[config.mk]
export PLATFORM = sky130hd
export DESIGN_NAME = dsx_exchange
export DESIGN_NICKNAME = d
export VERILOG_FILES = /design/src/dsx_exchange.v /design/src/dsx_pair_fifo.v
export VERILOG_INCLUDE_DIRS = /design/src /design/src/src
export SDC_FILE = /design/constraint.sdc
export NUM_CORES = 1
export LEC_CHECK = 0
export BUFFER_PORTS_ARGS = -buffer_cell sky130_fd_sc_hd__buf_2
export CAP_MARGIN = 10
export CORE_MARGIN = 3
export CORE_UTILIZATION = 26
export CTS_BUF_LIST = sky130_fd_sc_hd__clkbuf_8
export CTS_CLUSTER_SIZE = 8
export DETAILED_ROUTE_END_ITERATION = 6
export HOLD_SLACK_MARGIN = 0.02
export MAX_ROUTING_LAYER = met4
export PLACE_DENSITY = 0.38
export SLEW_MARGIN = 25
export SYNTH_ARGS = -nofsm -noshare
export SYNTH_HDL_FRONTEND = slang
export SYNTH_SLANG_ARGS = --single-unit
[constraint.sdc]
create_clock -name clk -period 2.96 [get_ports clk]
set_clock_uncertainty 0.05 [all_clocks]
set_input_delay 0 -clock clk [delete_from_list [all_inputs] [get_ports clk]]
set_output_delay 0 -clock clk [all_outputs]
set_load 0.03 [all_outputs]
[src/dsx_map.vh]
// Purpose: Offsets, field positions, reset values and counts of the data exchange block.
// Assumes: Byte-wide host bus on the system clock; three buffers per data direction.
// Notes: Pointer code 0 means no buffer, codes 1 to 3 name the buffers.
`ifndef DSX_MAP_VH
`define DSX_MAP_VH
`define DSX_OFS_IN_STATE 8'h08
`define DSX_OFS_IN_CMD 8'h09
`define DSX_OFS_OUT_STATE 8'h0a
`define DSX_OFS_OUT_CMD 8'h0b
`define DSX_OFS_GC_BYTE 8'h3c
`define DSX_OFS_OUT_WIN 5'b01000
`define DSX_OFS_IN_WIN 5'b01001
`define DSX_GC_RESET 8'h00
`define DSX_GC_CLEAR 1
`define DSX_GC_UNFREEZE 2
`define DSX_GC_FREEZE 3
`define DSX_GC_UNSYNC 4
`define DSX_GC_SYNC 5
`define DSX_PTR_NIL 2'b00
`define DSX_PTR_D_RESET 2'b01
`define DSX_PTR_U_RESET 2'b10
`define DSX_PTR_F_RESET 2'b11
`define DSX_BUF_LAST 3'h7
`define DSX_WD_RESET 16'h0000
`endif

[src/dsx_exchange.v]
// Purpose: Triple-buffered output and input exchange, watchdog and global control.
// Assumes: Host bus strobes and bus-side events are one-cycle pulses on clk.
// Notes: Bus exchange requests wait while a host command read uses the same path.
`timescale 1ns/10ps
`include "dsx_map.vh"
module dsx_exchange (
  input wire clk,
  input wire rst_n,
  input wire [7:0] host_addr,
  input wire host_rd,
  input wire host_wr,
  input wire [7:0] host_wdata,
  output reg [7:0] host_rdata,
  input wire out_byte_valid,
  output wire out_byte_ready,
  input wire [7:0] out_byte,
  input wire out_byte_last,
  input wire wrd_received,
  input wire prm_cfg_done,
  input wire in_send_req,
  input wire [2:0] in_rd_addr,
  output reg [7:0] in_rd_data,
  input wire [2:0] ro_addr,
  output reg [7:0] ro_data,
  input wire gc_valid,
  input wire [7:0] gc_cmd,
  input wire [7:0] gc_group,
  input wire [7:0] group_ident,
  input wire sync_enable,
  input wire freeze_enable,
  input wire [15:0] host_watchdog_start_value,
  input wire host_watchdog_reload_set,
  input wire change_cfg_enable,
  input wire cfg_swap_req,
  output reg host_watchdog_reload_bit,
  output reg [15:0] host_watchdog_counter,
  output reg data_exchange,
  output reg leave_master,
  output reg output_received_irq,
  output reg global_command_changed_irq,
  output reg [7:0] global_control_byte,
  output reg cfg_read_sel,
  output reg freeze_active,
  output reg sync_active
);
  // Buffer memories; index is {pointer, byte}, pointer 0 is never used.
  reg [7:0] out_mem [0:31];
  reg [7:0] in_mem [0:31];
  // Output path pointers and flags.
  reg [1:0] od;
  reg [1:0] on;
  reg [1:0] ou;
  reg [1:0] of;
  reg o_new;
  reg n_clr;
  reg u_clr;
  reg o_xreq;
  reg o_xclr;
  reg d_dirty;
  reg clr_busy;
  reg [2:0] clr_cnt;
  reg [2:0] wr_cnt;
  // Input path pointers and flags.
  reg [1:0] id;
  reg [1:0] inn;
  reg [1:0] iu;
  reg [1:0] ifr;
  reg i_new;
  reg i_sreq;
  // Buffered output byte stream.
  wire fifo_valid;
  wire [8:0] fifo_data;
  wire drain;
  wire host_nxt;
  wire host_nin;
  wire o_exec;
  wire gc_take;
  wire gc_clear;
  wire gc_sync;
  wire gc_unsync;
  wire gc_freeze;
  wire gc_unfreeze;
  wire frame_end;
  wire wd_expire;
  wire clr_start;
  wire o_set;
  wire i_set;
  wire [15:0] wd_dec;
  // High while D must not take new bytes: during the clear and until a queued exchange runs.
  wire d_hold;

  // A stall while D is being cleared backs up into the bus receiver.
  // The stall also covers the cycle in which a queued exchange moves D away, so the
  // first byte of the next frame always lands in the new D and never in the old one.
  // Two entries are enough: the bus receiver waits on ready during the hold, so no
  // byte is dropped.
  dsx_pair_fifo #(
    .WIDTH(9)
  ) u_pair (
    .clk(clk),
    .rst_n(rst_n),
    .in_valid(out_byte_valid),
    .in_ready(out_byte_ready),
    .in_data({out_byte_last, out_byte}),
    .out_valid(fifo_valid),
    .out_ready(~d_hold),
    .out_data(fifo_data)
  );

  // Decode of command reads and global control events.
  // Holding on a queued exchange costs one cycle of stream rate per frame, which is
  // far below the byte rate of the link; in return D splits across two buffers only when a sync or unsync command exchanges it mid-frame.
  assign d_hold = clr_busy | o_xreq;
  assign drain = fifo_valid & ~d_hold;
  assign host_nxt = host_rd & (host_addr == `DSX_OFS_OUT_CMD);
  assign host_nin = host_rd & (host_addr == `DSX_OFS_IN_CMD);
  assign o_exec = o_xreq & ~clr_busy & ~host_nxt;
  assign gc_take = gc_valid & ((gc_group == 8'h00) | ((gc_group & group_ident) != 8'h00));
  assign gc_clear = gc_take & gc_cmd[`DSX_GC_CLEAR];
  assign gc_unfreeze = gc_take & gc_cmd[`DSX_GC_UNFREEZE];
  assign gc_freeze = gc_take & gc_cmd[`DSX_GC_FREEZE] & freeze_enable;
  assign gc_unsync = gc_take & gc_cmd[`DSX_GC_UNSYNC];
  assign gc_sync = gc_take & gc_cmd[`DSX_GC_SYNC] & sync_enable;
  assign frame_end = drain & fifo_data[8];
  assign wd_dec = host_watchdog_counter - 16'h0001;
  assign wd_expire = wrd_received & data_exchange & ~host_watchdog_reload_bit
    & (wd_dec == 16'h0000);
  assign clr_start = gc_clear | wd_expire;
  // Plain frame ends exchange at once unless sync holds them in D.
  assign o_set = (frame_end & ~sync_active) | ((gc_sync | (gc_unsync & sync_active))
    & d_dirty);
  assign i_set = (in_send_req & ~freeze_active) | gc_freeze;

  // Output memory: the clear sequence and the stream share one write port.
  always @(posedge clk) begin
    if (clr_busy) begin
      out_mem[{od, clr_cnt}] <= 8'h00;
    end else if (drain) begin
      out_mem[{od, wr_cnt}] <= fifo_data[7:0];
    end
    if (host_wr && host_addr[7:3] == `DSX_OFS_IN_WIN) begin
      in_mem[{iu, host_addr[2:0]}] <= host_wdata;
    end
  end

  // Clear sequence and write position; runs after reset and again on a clear command or watchdog expiry.
  always @(posedge clk or negedge rst_n) begin
    if (!rst_n) begin
      clr_busy <= 1'b1;
      clr_cnt <= 3'h0;
      wr_cnt <= 3'h0;
    end else begin
      if (clr_busy) begin
        clr_cnt <= clr_cnt + 3'h1;
        wr_cnt <= 3'h0;
        if (clr_cnt == `DSX_BUF_LAST) begin
          clr_busy <= 1'b0;
        end
      end else if (clr_start) begin
        clr_busy <= 1'b1;
        clr_cnt <= 3'h0;
      end else if (drain) begin
        wr_cnt <= fifo_data[8] ? 3'h0 : wr_cnt + 3'h1;
      end
    end
  end

  // Output pointers: host fetch of N wins, a bus exchange waits one cycle.
  always @(posedge clk or negedge rst_n) begin
    if (!rst_n) begin
      od <= `DSX_PTR_D_RESET;
      on <= `DSX_PTR_NIL;
      ou <= `DSX_PTR_U_RESET;
      of <= `DSX_PTR_F_RESET;
      o_new <= 1'b0;
      n_clr <= 1'b0;
      u_clr <= 1'b0;
      o_xreq <= 1'b0;
      o_xclr <= 1'b0;
      d_dirty <= 1'b0;
    end else begin
      if (host_nxt && o_new) begin
        ou <= on;
        of <= ou;
        on <= `DSX_PTR_NIL;
        o_new <= 1'b0;
        u_clr <= n_clr;
      end else if (o_exec) begin
        on <= od;
        if (on == `DSX_PTR_NIL) begin
          od <= of;
          of <= `DSX_PTR_NIL;
        end else begin
          od <= on;
        end
        o_new <= 1'b1;
        n_clr <= o_xclr;
      end
      // A new request in the cycle its predecessor runs is kept.
      if (clr_busy && clr_cnt == `DSX_BUF_LAST) begin
        o_xreq <= 1'b1;
        o_xclr <= 1'b1;
      end else if (o_set) begin
        o_xreq <= 1'b1;
        o_xclr <= 1'b0;
      end else if (o_exec) begin
        o_xreq <= 1'b0;
      end
      if (drain) begin
        d_dirty <= 1'b1;
      end else if (o_exec) begin
        d_dirty <= 1'b0;
      end
    end
  end

  // Input pointers: host command read moves U to N, bus moves N to D.
  always @(posedge clk or negedge rst_n) begin
    if (!rst_n) begin
      id <= `DSX_PTR_D_RESET;
      inn <= `DSX_PTR_NIL;
      iu <= `DSX_PTR_U_RESET;
      ifr <= `DSX_PTR_F_RESET;
      i_new <= 1'b0;
      i_sreq <= 1'b0;
    end else begin
      if (host_nin) begin
        inn <= iu;
        if (inn == `DSX_PTR_NIL) begin
          iu <= ifr;
          ifr <= `DSX_PTR_NIL;
        end else begin
          iu <= inn;
        end
        i_new <= 1'b1;
      end else if (i_sreq && i_new) begin
        id <= inn;
        ifr <= id;
        inn <= `DSX_PTR_NIL;
        i_new <= 1'b0;
      end
      if (i_set) begin
        i_sreq <= 1'b1;
      end else if (!host_nin) begin
        i_sreq <= 1'b0;
      end
    end
  end

  // Freeze and sync modes follow accepted global commands; freeze and sync are entered only while their enable is set.
  always @(posedge clk or negedge rst_n) begin
    if (!rst_n) begin
      freeze_active <= 1'b0;
      sync_active <= 1'b0;
      global_control_byte <= `DSX_GC_RESET;
      global_command_changed_irq <= 1'b0;
      output_received_irq <= 1'b0;
    end else begin
      if (gc_freeze) begin
        freeze_active <= 1'b1;
      end else if (gc_unfreeze) begin
        freeze_active <= 1'b0;
      end
      if (gc_sync) begin
        sync_active <= 1'b1;
      end else if (gc_unsync) begin
        sync_active <= 1'b0;
      end
      if (gc_take) begin
        global_control_byte <= gc_cmd;
      end
      global_command_changed_irq <= gc_take & (gc_cmd != global_control_byte);
      output_received_irq <= o_exec & ~o_xclr;
    end
  end

  // Watchdog and data exchange state.
  always @(posedge clk or negedge rst_n) begin
    if (!rst_n) begin
      host_watchdog_counter <= `DSX_WD_RESET;
      host_watchdog_reload_bit <= 1'b0;
      data_exchange <= 1'b0;
      leave_master <= 1'b0;
      cfg_read_sel <= 1'b0;
    end else begin
      leave_master <= wd_expire;
      if (wrd_received && host_watchdog_reload_bit) begin
        host_watchdog_counter <= host_watchdog_start_value;
        host_watchdog_reload_bit <= 1'b0;
      end else begin
        if (host_watchdog_reload_set) begin
          host_watchdog_reload_bit <= 1'b1;
        end
        if (wrd_received && data_exchange && host_watchdog_counter != 16'h0000) begin
          host_watchdog_counter <= wd_dec;
        end
      end
      if (host_watchdog_reload_set) begin
        host_watchdog_reload_bit <= 1'b1;
      end
      if (wd_expire) begin
        data_exchange <= 1'b0;
      end else if (prm_cfg_done) begin
        data_exchange <= 1'b1;
      end
      if (cfg_swap_req && change_cfg_enable) begin
        cfg_read_sel <= ~cfg_read_sel;
      end
    end
  end

  // Host reads; command cells report the state after their own exchange.
  always @(posedge clk or negedge rst_n) begin
    if (!rst_n) begin
      host_rdata <= 8'h00;
      in_rd_data <= 8'h00;
      ro_data <= 8'h00;
    end else begin
      in_rd_data <= in_mem[{id, in_rd_addr}];
      ro_data <= out_mem[{ou, ro_addr}];
      if (host_rd) begin
        if (host_addr == `DSX_OFS_IN_STATE) begin
          host_rdata <= {ifr, iu, inn, id};
        end else if (host_addr == `DSX_OFS_IN_CMD) begin
          host_rdata <= {6'h00, (inn == `DSX_PTR_NIL) ? ifr : inn};
        end else if (host_addr == `DSX_OFS_OUT_STATE) begin
          host_rdata <= {of, ou, on, od};
        end else if (host_addr == `DSX_OFS_OUT_CMD) begin
          host_rdata <= o_new ? {4'h0, n_clr, 1'b1, on} : {4'h0, u_clr, 1'b0, ou};
        end else if (host_addr == `DSX_OFS_GC_BYTE) begin
          host_rdata <= global_control_byte;
        end else if (host_addr[7:3] == `DSX_OFS_OUT_WIN) begin
          host_rdata <= out_mem[{ou, host_addr[2:0]}];
        end else begin
          host_rdata <= 8'h00;
        end
      end
    end
  end
endmodule // dsx_exchange

[src/dsx_pair_fifo.v]
// Purpose: Two-entry buffer with valid and ready on both sides.
// Assumes: Source and sink share the block clock.
// Notes: Full and empty are exact; ready drops only when both entries hold data.
`timescale 1ns/10ps
module dsx_pair_fifo #(
  parameter WIDTH = 9
) (
  input wire clk,
  input wire rst_n,
  input wire in_valid,
  output wire in_ready,
  input wire [WIDTH-1:0] in_data,
  output wire out_valid,
  input wire out_ready,
  output wire [WIDTH-1:0] out_data
);
  reg [WIDTH-1:0] slot [0:1];
  reg wr_ptr;
  reg rd_ptr;
  reg [1:0] count;
  wire do_push;
  wire do_pop;

  // Handshakes complete only when both sides agree.
  assign in_ready = (count != 2'd2);
  assign out_valid = (count != 2'd0);
  assign out_data = slot[rd_ptr];
  assign do_push = in_valid & in_ready;
  assign do_pop = out_valid & out_ready;

  // Storage carries no reset; count alone says what is valid.
  always @(posedge clk) begin
    if (do_push) begin
      slot[wr_ptr] <= in_data;
    end
  end

  // Pointers and occupancy.
  always @(posedge clk or negedge rst_n) begin
    if (!rst_n) begin
      wr_ptr <= 1'b0;
      rd_ptr <= 1'b0;
      count <= 2'd0;
    end else begin
      if (do_push) begin
        wr_ptr <= ~wr_ptr;
      end
      if (do_pop) begin
        rd_ptr <= ~rd_ptr;
      end
      if (do_push && !do_pop) begin
        count <= count + 2'd1;
      end else if (do_pop && !do_push) begin
        count <= count - 2'd1;
      end
    end
  end
endmodule // dsx_pair_fifo

==> results of run 1 <==
-- cell usage after synthesis, drive strengths merged, types with 4 or more instances --
library cell  count
a22o              4
a32oi             4
edfxtp          530
or3               5
o31ai             4
a22oi            12
nand2b           13
a211oi            5
nand4             6
o21ai            44
a21oi            16
nand2           123
dfrtp            82
nor2b            11
nor3              6
buf              43
ha                6
xnor2            10
a31oi             9
inv              18
or4               4
mux2i            15
nand3b            7
nand3            16
mux4            238
nor2            112
xor2             18
nor4              9
mux2             15
dfstp             9
clkbuf           45
or2               4
-- where the power goes --
part           switching, mW  leakage (nW)  internal (mW)
logic                   2.37          4.61           1.63
registers              0.538          5.94           10.4
clock network           3.79          1.28           4.37
-- metrics by stage --
step | instances | utilization [%] | instance area (um2)
6_report | 3408 | 33.2 | 34100
3_5_place_dp | 3026 | 29.4 | 30200
4_1_cts | 3399 | 33.2 | 34000
3_3_place_gp | 3026 | 29.4 | 30200
2_1_floorplan | 1482 | - | 27100
5_1_grt | 3405 | 33.2 | 34100
-- timing repair --
| action | in CTS | in global routing |
|---|---|---|
| setup endpoints to repair | 0 | 4 |
| hold endpoints to repair | 467 | 0 |
| hold buffers | 159 | 0 |
| buffers inserted | 0 | 2 |
| resized for setup | 0 | 4 |
-- layout make-up --
cell class                      instances  area share [%]
Inverter                               18           0.198
Clock inverter                         98            1.92
Multi-Input combinational cell        755            24.8
Antenna cell                            7          0.0514
Clock buffer                          116            4.68
Timing Repair Buffer                  425            9.99
Tap cell                             1368            5.02
Sequential cell                       621            53.4
-- flip-flops by register name, summed over array words and instances (netlist names), 3 cells and up --
register,flops
host_rdata,8
host_watchdog_counter,16
u_pair.slot,18
ro_data,8
clr_cnt,3
in_rd_data,8
in_mem,256
wr_cnt,3
global_control_byte,8
out_mem,256
-- cells in the final DEF, fill, tap and decap left out, types with 12 or more instances in the layout --
cell           count
nand3_1           15
dfrtp_1           82
clkbuf_8         116
o21ai_0           40
nand2_1          123
edfxtp_1         530
mux4_2           238
buf_4            118
xor2_1            18
a22oi_1           12
a21oi_1           16
clkinv_2          17
buf_2            136
dlygate4sd3_1    158
clkinv_1          29
mux2_2            15
nor2_1           104
mux2i_1           15
inv_1             53
nand2b_1          13
-- per-layer routing --
layer	wire (um)	GRT usage, %
met1	37800	21.4
met2	40300	25.2
met3	4440	3.40
met4	2070	4.68
met5	0	-
-- worst min path at each step --
| stage | start | to | slack, ns | cells past startpoint |
|---|---|---|---|---|
| 2_1_floorplan | rst_n | cfg_read_sel$_DFFE_PN0P_ | -0.35 | 0 |
| 3_3_place_gp | rst_n | host_watchdog_counter[2]$_DFFE_PN0P_ | 0.02 | 1 |
| 3_5_place_dp | rst_n | host_watchdog_counter[3]$_DFFE_PN0P_ | 0.02 | 1 |
| 4_1_cts | host_addr[2] | host_rdata[0]$_DFFE_PN0P_ | 0.03 | 6 |
| 5_1_grt | freeze_enable | freeze_active$_DFFE_PN0P_ | 0.09 | 4 |
| 6_report | freeze_enable | freeze_active$_DFFE_PN0P_ | 0.1 | 4 |
-- critical path, stage by stage --
cell           delay [ns]
dlygate4sd3_1        0.51
buf_2                0.24
nand3_1              0.11
dlygate4sd3_1        0.60
nor3_4               0.31
dlygate4sd3_1        0.73
nand2_1              0.10
o2111a_1             0.13
dlygate4sd3_1        0.55
a211oi_1             0.19
-- cells by family after synthesis --
group / share of synthesized area [%]
xor gates and xnor gates: 0.906
AOI/OAI and AO/OA: 3.07
adders and majority gates: 0.277
and+or+nand+nor: 5.77
buffers and inverters: 1.77
DFF: 67.2
muxes: 21.0
==> results.sh, run 1 <==
export IMPL_portBuffers=141
export IMPL_grt_antenna_before_repair=6
export IMPL_vias_per_cell=4.69
export IMPL_grt_max_degree=65
export IMPL_clockRootBuffer="clkbuf_8"
export IMPL_place_ws_ns=0.377
export IMPL_synthArstFlopShare_pct=14.7
export IMPL_grt_ovfl_total=0
export IMPL_min_path_type="in2reg"
export IMPL_startpoint="host_addr[4]"
export IMPL_fmax_mhz=347
export IMPL_drive_gt1_share_pct=35.0
export IMPL_clk_pin_slew_ns=0.05
export IMPL_drv_slew=0
export IMPL_drt_pass1_iterations=5
export IMPL_setup_violations=0
export IMPL_htreeDepth=3
export IMPL_core_um2=103000
export IMPL_syn_inst=1482
export IMPL_p_total_mw=23.1
export IMPL_grt_pass1_wl_mm=122
export IMPL_grt_use_total_pct=16.2
export IMPL_drtIter0Drc=1295
export IMPL_synth_nets=1573
export IMPL_worstPathArrival_ns=3.49
export IMPL_fp_dieH_um=329
export IMPL_synth_top_area_share_pct=58.8
export IMPL_crit_path_start_kind="primary input"
export IMPL_cts_tree="yes"
export IMPL_finalHoldViolations=0
export IMPL_drc=0
export IMPL_drv_cap=0
export IMPL_regArea_um2=18200
export IMPL_nFillCells=9892
export IMPL_globalplace_congestion=0.780
export IMPL_r2r_end="host_rdata[1]$_DFFE_PN0P_"
export IMPL_worst_slew_pin_slew_ns=0.974
export IMPL_synth_edf_count=530
export IMPL_clock_path_buffers=3
export IMPL_ys_ff_latch=621
export IMPL_critPathMaxFanout=7
export IMPL_yosys_area_top_type="edfxtp_1"
export IMPL_relSlewSlack_pct=34.8
export IMPL_yosysWarningCount=0
export IMPL_start_util_pct=26.4
export IMPL_ios=142
export IMPL_grt_pass1_vias=16796
export IMPL_insertion_delay_ns=0.76
export IMPL_p_leak_nw=11.8
export IMPL_setup_ws_ns=0.0741
export IMPL_synth_distinct_cells=70
export IMPL_layout_nets=2025
export IMPL_netlist_area_um2=27100
export IMPL_wl_mm=84.6
export IMPL_synth_seq_area_share_pct=67.2
export IMPL_dp_hpwl_mm=55.2
export IMPL_syn_to_final_growth_pct=26.0
export IMPL_wl_per_cell_um=24.8
export IMPL_worstSetupPathType="in2reg"
export IMPL_rsz0062_at_grt="false"
export IMPL_critPathCapture="host_rdata[1]$_DFFE_PN0P_"
export IMPL_p_per_area_nw_per_um2=677
export IMPL_rrSetupSlack_ns=0.14
export IMPL_status="finished, final reports clean"
export IMPL_finalCriticalPeriod_ns=2.89
export IMPL_reg2reg_depth=8
export IMPL_cts_sinks=621
export IMPL_rr_startpoint="out_mem[5][1]$_DFFE_PP_"
export IMPL_ir_drop_mv=0.406
export IMPL_synth_area_per_cell_um2=18.3
export IMPL_required_ns=3.57
export IMPL_multi_input_area_um2=8450
export IMPL_die_area_um2=108000
export IMPL_vias=15979
export IMPL_whs_ns=0.0993
export IMPL_synth_area_top_cells="edfxtp_1 59%, mux4_2 20%, dfrtp_1 7.6%, nand2_1 1.7%, nor2_1 1.6%"
export IMPL_die_w_um=329
export IMPL_end_kind="register"
export IMPL_ant_nets=0
export IMPL_tns_ns=0
export IMPL_std_cell_rows=117
export IMPL_synth_ff_type="edfxtp_1"
export IMPL_fin_crit_sh_pct=97.5
export IMPL_cts_inserted_buffers=113
No activity file was read; power rests on OpenSTA's default activity.
==> run 2: changes to the inputs <==
GPL_TIMING_DRIVEN = 1   (was default)
SYNTH_HIERARCHICAL = 1   (was default)
==> run 2 against run 1 <==
Non-clock buffer count fell by 31. Combinational power fell by 7.7%. Setup slack improved by 0.088 ns. Global-route usage fell by 0.11 points. Final area fell by 1.3%. Via count barely moved. Critical path type unchanged.
==> results.sh, run 2 <==
export IMPL_crit_path_start_kind="primary input"
export IMPL_clk_pin_slew_ns=0.06
export IMPL_core_um2=102000
export IMPL_insertion_delay_ns=0.75
export IMPL_drc=0
export IMPL_ys_ff_latch=621
export IMPL_drv_slew=0
export IMPL_yosysWarningCount=6
export IMPL_whs_ns=0.141
export IMPL_fp_dieH_um=328
export IMPL_wl_per_cell_um=24.9
export IMPL_ir_drop_mv=0.289
export IMPL_place_ws_ns=0.393
export IMPL_cts_sinks=621
export IMPL_portBuffers=141
export IMPL_std_cell_rows=117
export IMPL_netlist_area_um2=27000
export IMPL_synthArstFlopShare_pct=14.7
export IMPL_worst_path_buf_inv=6
export IMPL_ant_nets=0
export IMPL_finalHoldViolations=0
export IMPL_synth_area_top_cells="edfxtp_1 59%, mux4_2 19%, dfrtp_1 7.6%, nand2_1 1.7%, nor2_1 1.4%"
export IMPL_grt_ovfl_total=0
export IMPL_cts_inserted_buffers=113
export IMPL_syn_to_final_growth_pct=24.5
export IMPL_relSlewSlack_pct=33.1
export IMPL_ios=142
export IMPL_p_per_area_nw_per_um2=660
export IMPL_syn_inst=1494
export IMPL_yosys_area_top_type="edfxtp_1"
export IMPL_critPathSlowestCell="dlygate4sd3_1"
export IMPL_grt_pass1_vias=17178
export IMPL_finish_utilization_pct=32.8
export IMPL_worstPathArrival_ns=3.37
export IMPL_synth_ff_type="edfxtp_1"
export IMPL_ys_top_cells_by_count="530 x edfxtp_1, 233 x mux4_2, 125 x nand2_1"
export IMPL_setup_ws_ns=0.163
export IMPL_drive_gt1_share_pct=34.6
export IMPL_status="finished, final reports clean"
export IMPL_fin_crit_sh_pct=94.5
export IMPL_grt_max_degree=65
export IMPL_grt_antenna_before_repair=3
export IMPL_drv_cap=0
export IMPL_fmax_mhz=357
export IMPL_synth_edf_count=530
export IMPL_nFillCells=10022
export IMPL_die_area_um2=108000
export IMPL_cts_tree="yes"
export IMPL_drtIter0Drc=1083
export IMPL_worstSetupPathType="in2reg"
export IMPL_start_util_pct=26.4
export IMPL_max_stage_delay_ns=0.66
export IMPL_synth_top_area_share_pct=58.9
export IMPL_cp_top_family="buffers and inverters"
export IMPL_vias=15987
export IMPL_tns_ns=0
export IMPL_p_leak_nw=11.7
export IMPL_synth_nets=1585
export IMPL_mostFrequentLayoutCells="530 x edfxtp_1, 233 x mux4_2, 137 x dlygate4sd3_1"
export IMPL_rsz0062_at_grt="false"
export IMPL_crit_top_cell="dlygate4sd3_1"
export IMPL_min_path_type="in2reg"
export IMPL_synth_seq_area_share_pct=67.3
export IMPL_regArea_um2=18200
export IMPL_synth_distinct_cells=69
export IMPL_multi_input_area_um2=8400
export IMPL_clock_path_buffers=3
export IMPL_final_common_cell="edfxtp_1"
export IMPL_critPathMaxFanout=10
export IMPL_yosysMostFrequentCell="edfxtp_1"
export IMPL_required_ns=3.53
export IMPL_drt_pass1_iterations=5
export IMPL_dp_hpwl_mm=56.6
export IMPL_end_kind="register"
export IMPL_path_cells="dlygate4sd3_1 > buf_2 > a22oi_1 > dlygate4sd3_1 > nand4_1 > o21a_1 > buf_4 > dlygate4sd3_1 > a31oi_2 > o21ai_0 > dlygate4sd3_1"
export IMPL_htreeDepth=3
export IMPL_die_w_um=328
export IMPL_setup_violations=0
export IMPL_grt_pass1_wl_mm=123
export IMPL_worst_slew_pin_slew_ns=1.00
export IMPL_vias_per_cell=4.73
export IMPL_synth_area_per_cell_um2=18.1
export IMPL_grt_use_total_pct=16.1
export IMPL_finalCriticalPeriod_ns=2.80
export IMPL_wl_mm=84.1
export IMPL_globalplace_congestion=0.811
export IMPL_layout_nets=2007
export IMPL_clockRootBuffer="clkbuf_8"
-- run 2: cell count changes after synthesis, moves of 6 or more --
cell      before  now
a21oi_1       16   28
and3_1         3   14
mux2_2        15   30
nand2b_1      13    4
nand3_1       15   26
nand3b_1       7    1
nor2_1       112   99
nor3_1         3   14
xnor2_1       10   16
-- run 2: power by group --
group | switching [mW] | internal (mW) | total [mW]
Clock | 3.72 | 3.98 | 7.70
Combinational | 2.19 | 1.50 | 3.69
Sequential | 0.479 | 10.3 | 10.8
-- run 2: final timing paths --
kind,start,to,slack (ns),depth (start not counted)
hold / removal,group_ident[4],global_control_byte[1]$_DFFE_PN0N_,0.14,7
hold reg to reg,of[0]$_DFFE_PN1P_,of[0]$_DFFE_PN1P_,0.45,2
min in group asynchronous,rst_n,ro_data[3]$_DFF_PN0_,0.43,4
max in group asynchronous,rst_n,host_watchdog_counter[12]$_DFFE_PN0P_,2.10,4
setup reg to reg,host_watchdog_counter[6]$_DFFE_PN0P_,host_watchdog_counter[13]$_DFFE_PN0P_,0.19,8
setup / recovery,group_ident[5],o_xreq$_DFFE_PN0P_,0.16,11
-- run 2: metal layers --
metal / GRT usage, % / wire length (um) / part of all wire, % / up-vias
met1: 22.4 / 39700 / 47 / 8561
met3: 2.65 / 3680 / 4.4 / 109
met5: - / 0 / 0 / -
met4: 3.72 / 1350 / 1.6 / 0
li1: - / - / - / 6919
met2: 24.8 / 39400 / 47 / 398
-- run 2: tightest hold or removal path: cells and delay by family --
kind,cells,cell delay (ns)
simple gates,3,0.47
compound gates,2,0.18
buf+inv,2,0.24
-- run 2: logic make-up (layout without fill, tap and decap cells) --
kind of cell | Yosys count | after routing | share of synthesized area [%]
fa+ha+maj | 6 | 6 | 0.278
simple gates | 346 | 346 | 6.03
other cells | 0 | 4 | 0
compound gates | 110 | 110 | 2.48
xor+xnor | 30 | 30 | 0.972
mux | 277 | 277 | 21.2
buf+inv | 104 | 621 | 1.73
flops | 621 | 621 | 67.3
-- run 2: stage by stage --
step | cell area (um2) | cells | power, mW
2_1_floorplan | 27000 | 1494 | 12.9
3_3_place_gp | 30100 | 3029 | 14.5
3_5_place_dp | 30100 | 3029 | 14.5
4_1_cts | 33600 | 3377 | 22.6
5_1_grt | 33600 | 3382 | 23.3
6_report | 33600 | 3383 | 22.2
-- run 2: final cells by class --
class	instances	share of cell area (%)
Timing Repair Buffer	394	9.34
Clock inverter	87	1.27
Clock buffer	123	5.03
Multi-Input combinational cell	769	25.0
Antenna cell	4	0.0297
Inverter	17	0.190
Sequential cell	621	54.1
Tap cell	1368	5.09
-- run 2: what timing repair did --
item	4_1_cts	5_1_grt
hold buffers	138	0
endpoints found under the hold margin	460	0
setup buffers	0	2
endpoints found under the setup margin	0	6
resized for setup	0	3
==> run 3: changes to the inputs <==
ABC_AREA = 1   (was default)
==> run 3 against run 2 <==
Hold slack got worse by 0.023 ns. Register-to-register slack got worse by 0.02 ns. Count of clock-buffer cells in the layout decreased by 1. Critical endpoint is now host_rdata[2]$_DFFE_PN0P_. Largest power group unchanged.
==> results.sh, run 3 <==
export IMPL_rr_startpoint="host_watchdog_counter[0]$_DFFE_PN0P_"
export IMPL_synth_area_per_cell_um2=10.5
export IMPL_synth_ff_type="edfxtp_1"
export IMPL_status="finished, final reports clean"
export IMPL_cts_inserted_buffers=115
export IMPL_ios=142
export IMPL_syn_to_final_growth_pct=24.0
export IMPL_nFillCells=10723
export IMPL_holdPathStages=5
export IMPL_die_w_um=334
export IMPL_grt_max_degree=97
export IMPL_drv_slew=0
export IMPL_critPathMaxFanout=3
export IMPL_r2r_end="data_exchange$_DFFE_PN0P_"
export IMPL_globalplace_congestion=0.851
export IMPL_crit_path_start_kind="primary input"
export IMPL_internal_power_mw=15.8
export IMPL_synth_seq_area_share_pct=65.2
export IMPL_synth_area_top_cells="edfxtp_1 57%, dfrtp_1 7.3%, o21ai_0 5.7%, nand2_1 5.5%, nor2_1 5.3%"
export IMPL_yosysMostFrequentCell="edfxtp_1"
export IMPL_wl_per_cell_um=22.4
export IMPL_multi_input_area_um2=8450
export IMPL_tns_ns=0
export IMPL_fmax_mhz=356
export IMPL_vias_per_cell=4.95
export IMPL_drt_pass1_iterations=6
export IMPL_clock_path_buffers=3
export IMPL_core_um2=106000
export IMPL_mostFrequentLayoutCells="530 x edfxtp_1, 407 x nand2_1, 389 x nor2_1"
export IMPL_std_cell_rows=119
export IMPL_path_cells="dlygate4sd3_1 > buf_2 > or2_2 > dlygate4sd3_1 > nor3_2 > dlygate4sd3_1 > nand2_1 > nand3_1 > dlygate4sd3_1 > nand2_1 > a21oi_1"
export IMPL_rrSetupSlack_ns=0.17
export IMPL_min_path_type="in2reg"
export IMPL_required_ns=3.58
export IMPL_clkPwrFrac_pct=34.9
export IMPL_reg2reg_depth=10
export IMPL_p_per_area_nw_per_um2=665
export IMPL_htreeDepth=3
export IMPL_ys_ff_latch=621
export IMPL_drtIter0Drc=1981
export IMPL_yosys_area_top_type="edfxtp_1"
export IMPL_grt_use_total_pct=18.5
export IMPL_min_to="ro_data[7]$_DFF_PN0_"
export IMPL_regArea_um2=18200
export IMPL_ant_nets=0
export IMPL_swShare_pct=31.4
export IMPL_end_kind="register"
export IMPL_final_area_um2=34600
export IMPL_cts_sinks=621
export IMPL_setup_violations=0
export IMPL_finalCriticalPeriod_ns=2.81
export IMPL_synth_nets=2763
export IMPL_synth_top_area_share_pct=57.0
export IMPL_fin_crit_sh_pct=94.9
export IMPL_wl_mm=102
export IMPL_vias=22518
export IMPL_setup_ws_ns=0.152
export IMPL_drv_cap=0
export IMPL_ir_drop_mv=0.424
export IMPL_ys_top_cells_by_count="530 x edfxtp_1, 407 x nand2_1, 398 x nor2_1"
export IMPL_p_switching_mw=7.24
export IMPL_seqPwrFrac_pct=46.9
export IMPL_cts_tree="yes"
export IMPL_place_ws_ns=0.208
export IMPL_netlist_area_um2=27900
export IMPL_synth_edf_count=530
export IMPL_relSlewSlack_pct=42.4
export IMPL_grt_pass1_wl_mm=149
export IMPL_drc=0
export IMPL_p_leak_nw=12.9
export IMPL_rsz0062_at_grt="false"
export IMPL_drive_gt1_share_pct=15.4
export IMPL_synth_distinct_cells=47
export IMPL_crit_top_cell="dlygate4sd3_1"
export IMPL_clockRootBuffer="clkbuf_8"
export IMPL_die_area_um2=111000
export IMPL_pwr_share_comb_pct=18.2
export IMPL_synthArstFlopShare_pct=14.7
export IMPL_worstHoldStart="ro_addr[2]"
export IMPL_placed_cell_area_um2=30800
export IMPL_critPathSlowestCell="dlygate4sd3_1"
export IMPL_finish_utilization_pct=32.7
export IMPL_yosysWarningCount=6
export IMPL_finalHoldViolations=0
export IMPL_worstSetupPathType="in2reg"
export IMPL_insertion_delay_ns=0.80
export IMPL_max_stage_delay_ns=0.64
export IMPL_fp_dieH_um=334
export IMPL_grt_antenna_before_repair=2
export IMPL_grt_pass1_vias=22451
export IMPL_layout_nets=3139
export IMPL_start_util_pct=26.4
export IMPL_grt_ovfl_total=0
export IMPL_clk_pin_slew_ns=0.07
export IMPL_worst_slew_pin_slew_ns=0.861
export IMPL_final_common_cell="edfxtp_1"
export IMPL_syn_inst=2672
export IMPL_worstPathArrival_ns=3.43
export IMPL_portBuffers=141
export IMPL_dp_hpwl_mm=65.6
==> run 3: changes by cell type after synthesis, sizes merged, moves of 43 or more <==
cell | previous run | this run
clkbuf | 45 | 105
nand2 | 126 | 414
nand3 | 27 | 174
a21oi | 28 | 102
o21ai | 38 | 338
nor2 | 99 | 404
inv | 17 | 163
mux4 | 233 | 0
o221ai | 0 | 58
o211ai | 3 | 46
==> run 3: worst max path at each step <==
stage / startpoint / to / slack (ns) / cells past startpoint
after floorplan: clr_busy$_DFF_PN1_ / out_mem[0][0]$_DFFE_PP_ / 0.70 / 7
after global placement: o_xreq$_DFFE_PN0P_ / out_mem[19][4]$_DFFE_PP_ / 0.33 / 7
after detailed placement: o_xreq$_DFFE_PN0P_ / out_mem[3][4]$_DFFE_PP_ / 0.21 / 8
after CTS: host_watchdog_counter[2]$_DFFE_PN0P_ / data_exchange$_DFFE_PN0P_ / 0.05 / 9
after global routing: host_watchdog_counter[0]$_DFFE_PN0P_ / data_exchange$_DFFE_PN0P_ / 0.02 / 12
final: host_addr[6] / host_rdata[2]$_DFFE_PN0P_ / 0.15 / 11
==> run 3: layer usage <==
metal | up-vias | global-route usage (%) | part of all wire [%]
met2 | 885 | 28.2 | 45
met1 | 11105 | 25.2 | 45
met3 | 192 | 3.04 | 6.5
met5 | - | - | 0
li1 | 10336 | - | -
met4 | 0 | 5.94 | 2.9
==> run 3: layout make-up <==
class	instances	area share, %
diodes	6	0.0434
clock buffers	122	4.85
clock inverters	96	1.62
inverters	168	1.83
multi-input cells	1721	24.4
flip-flops and latches	621	52.6
well taps	1391	5.03
repair buffers	421	9.65
==> run 3: stage by stage <==
step | cells | total power, mW | hold slack (ns)
2_1_floorplan | 2672 | 13.0 | -0.346
3_3_place_gp | 4172 | 14.9 | 0.00530
3_5_place_dp | 4172 | 15.0 | 0.0129
4_1_cts | 4538 | 23.4 | 0.0257
5_1_grt | 4545 | 24.2 | 0.105
6_report | 4546 | 23.0 | 0.119
==> run 3: repair_timing <==
action,in CTS,in global routing
buffers inserted,0,2
hold endpoints to repair,463,0
hold buffers,148,0
endpoints found under the setup margin,0,13
resized for setup,0,4
==> run 3: worst max-delay path: cells and delay by family <==
kind | cells | cell delay, ns
buffers and inverters | 5 | 2.48
AOI/OAI and AO/OA | 1 | 0.15
and+or+nand+nor | 5 | 0.79
==> run 3: power by group through the flow <==
stage | Sequential, mW | Clock (mW) | Combinational [mW]
global route | 10.9 | 8.75 | 4.58
floorplan | 11.0 | 0 | 2.01
CTS | 10.8 | 8.36 | 4.21
finish | 10.8 | 8.05 | 4.19
detailed placement | 11.0 | 0 | 3.99
global placement | 11.0 | 0 | 3.97
==> run 3: cells by family (layout without fill, tap and decap cells) <==
kind of cell	Yosys count	count (layout)	share of synthesized area [%]
other cells	0	6	0
fa+ha+maj	6	6	0.269
flops	621	621	65.2
xor+xnor	12	12	0.403
compound gates	643	643	13.5
buf+inv	330	807	4.72
simple gates	1060	1060	15.9
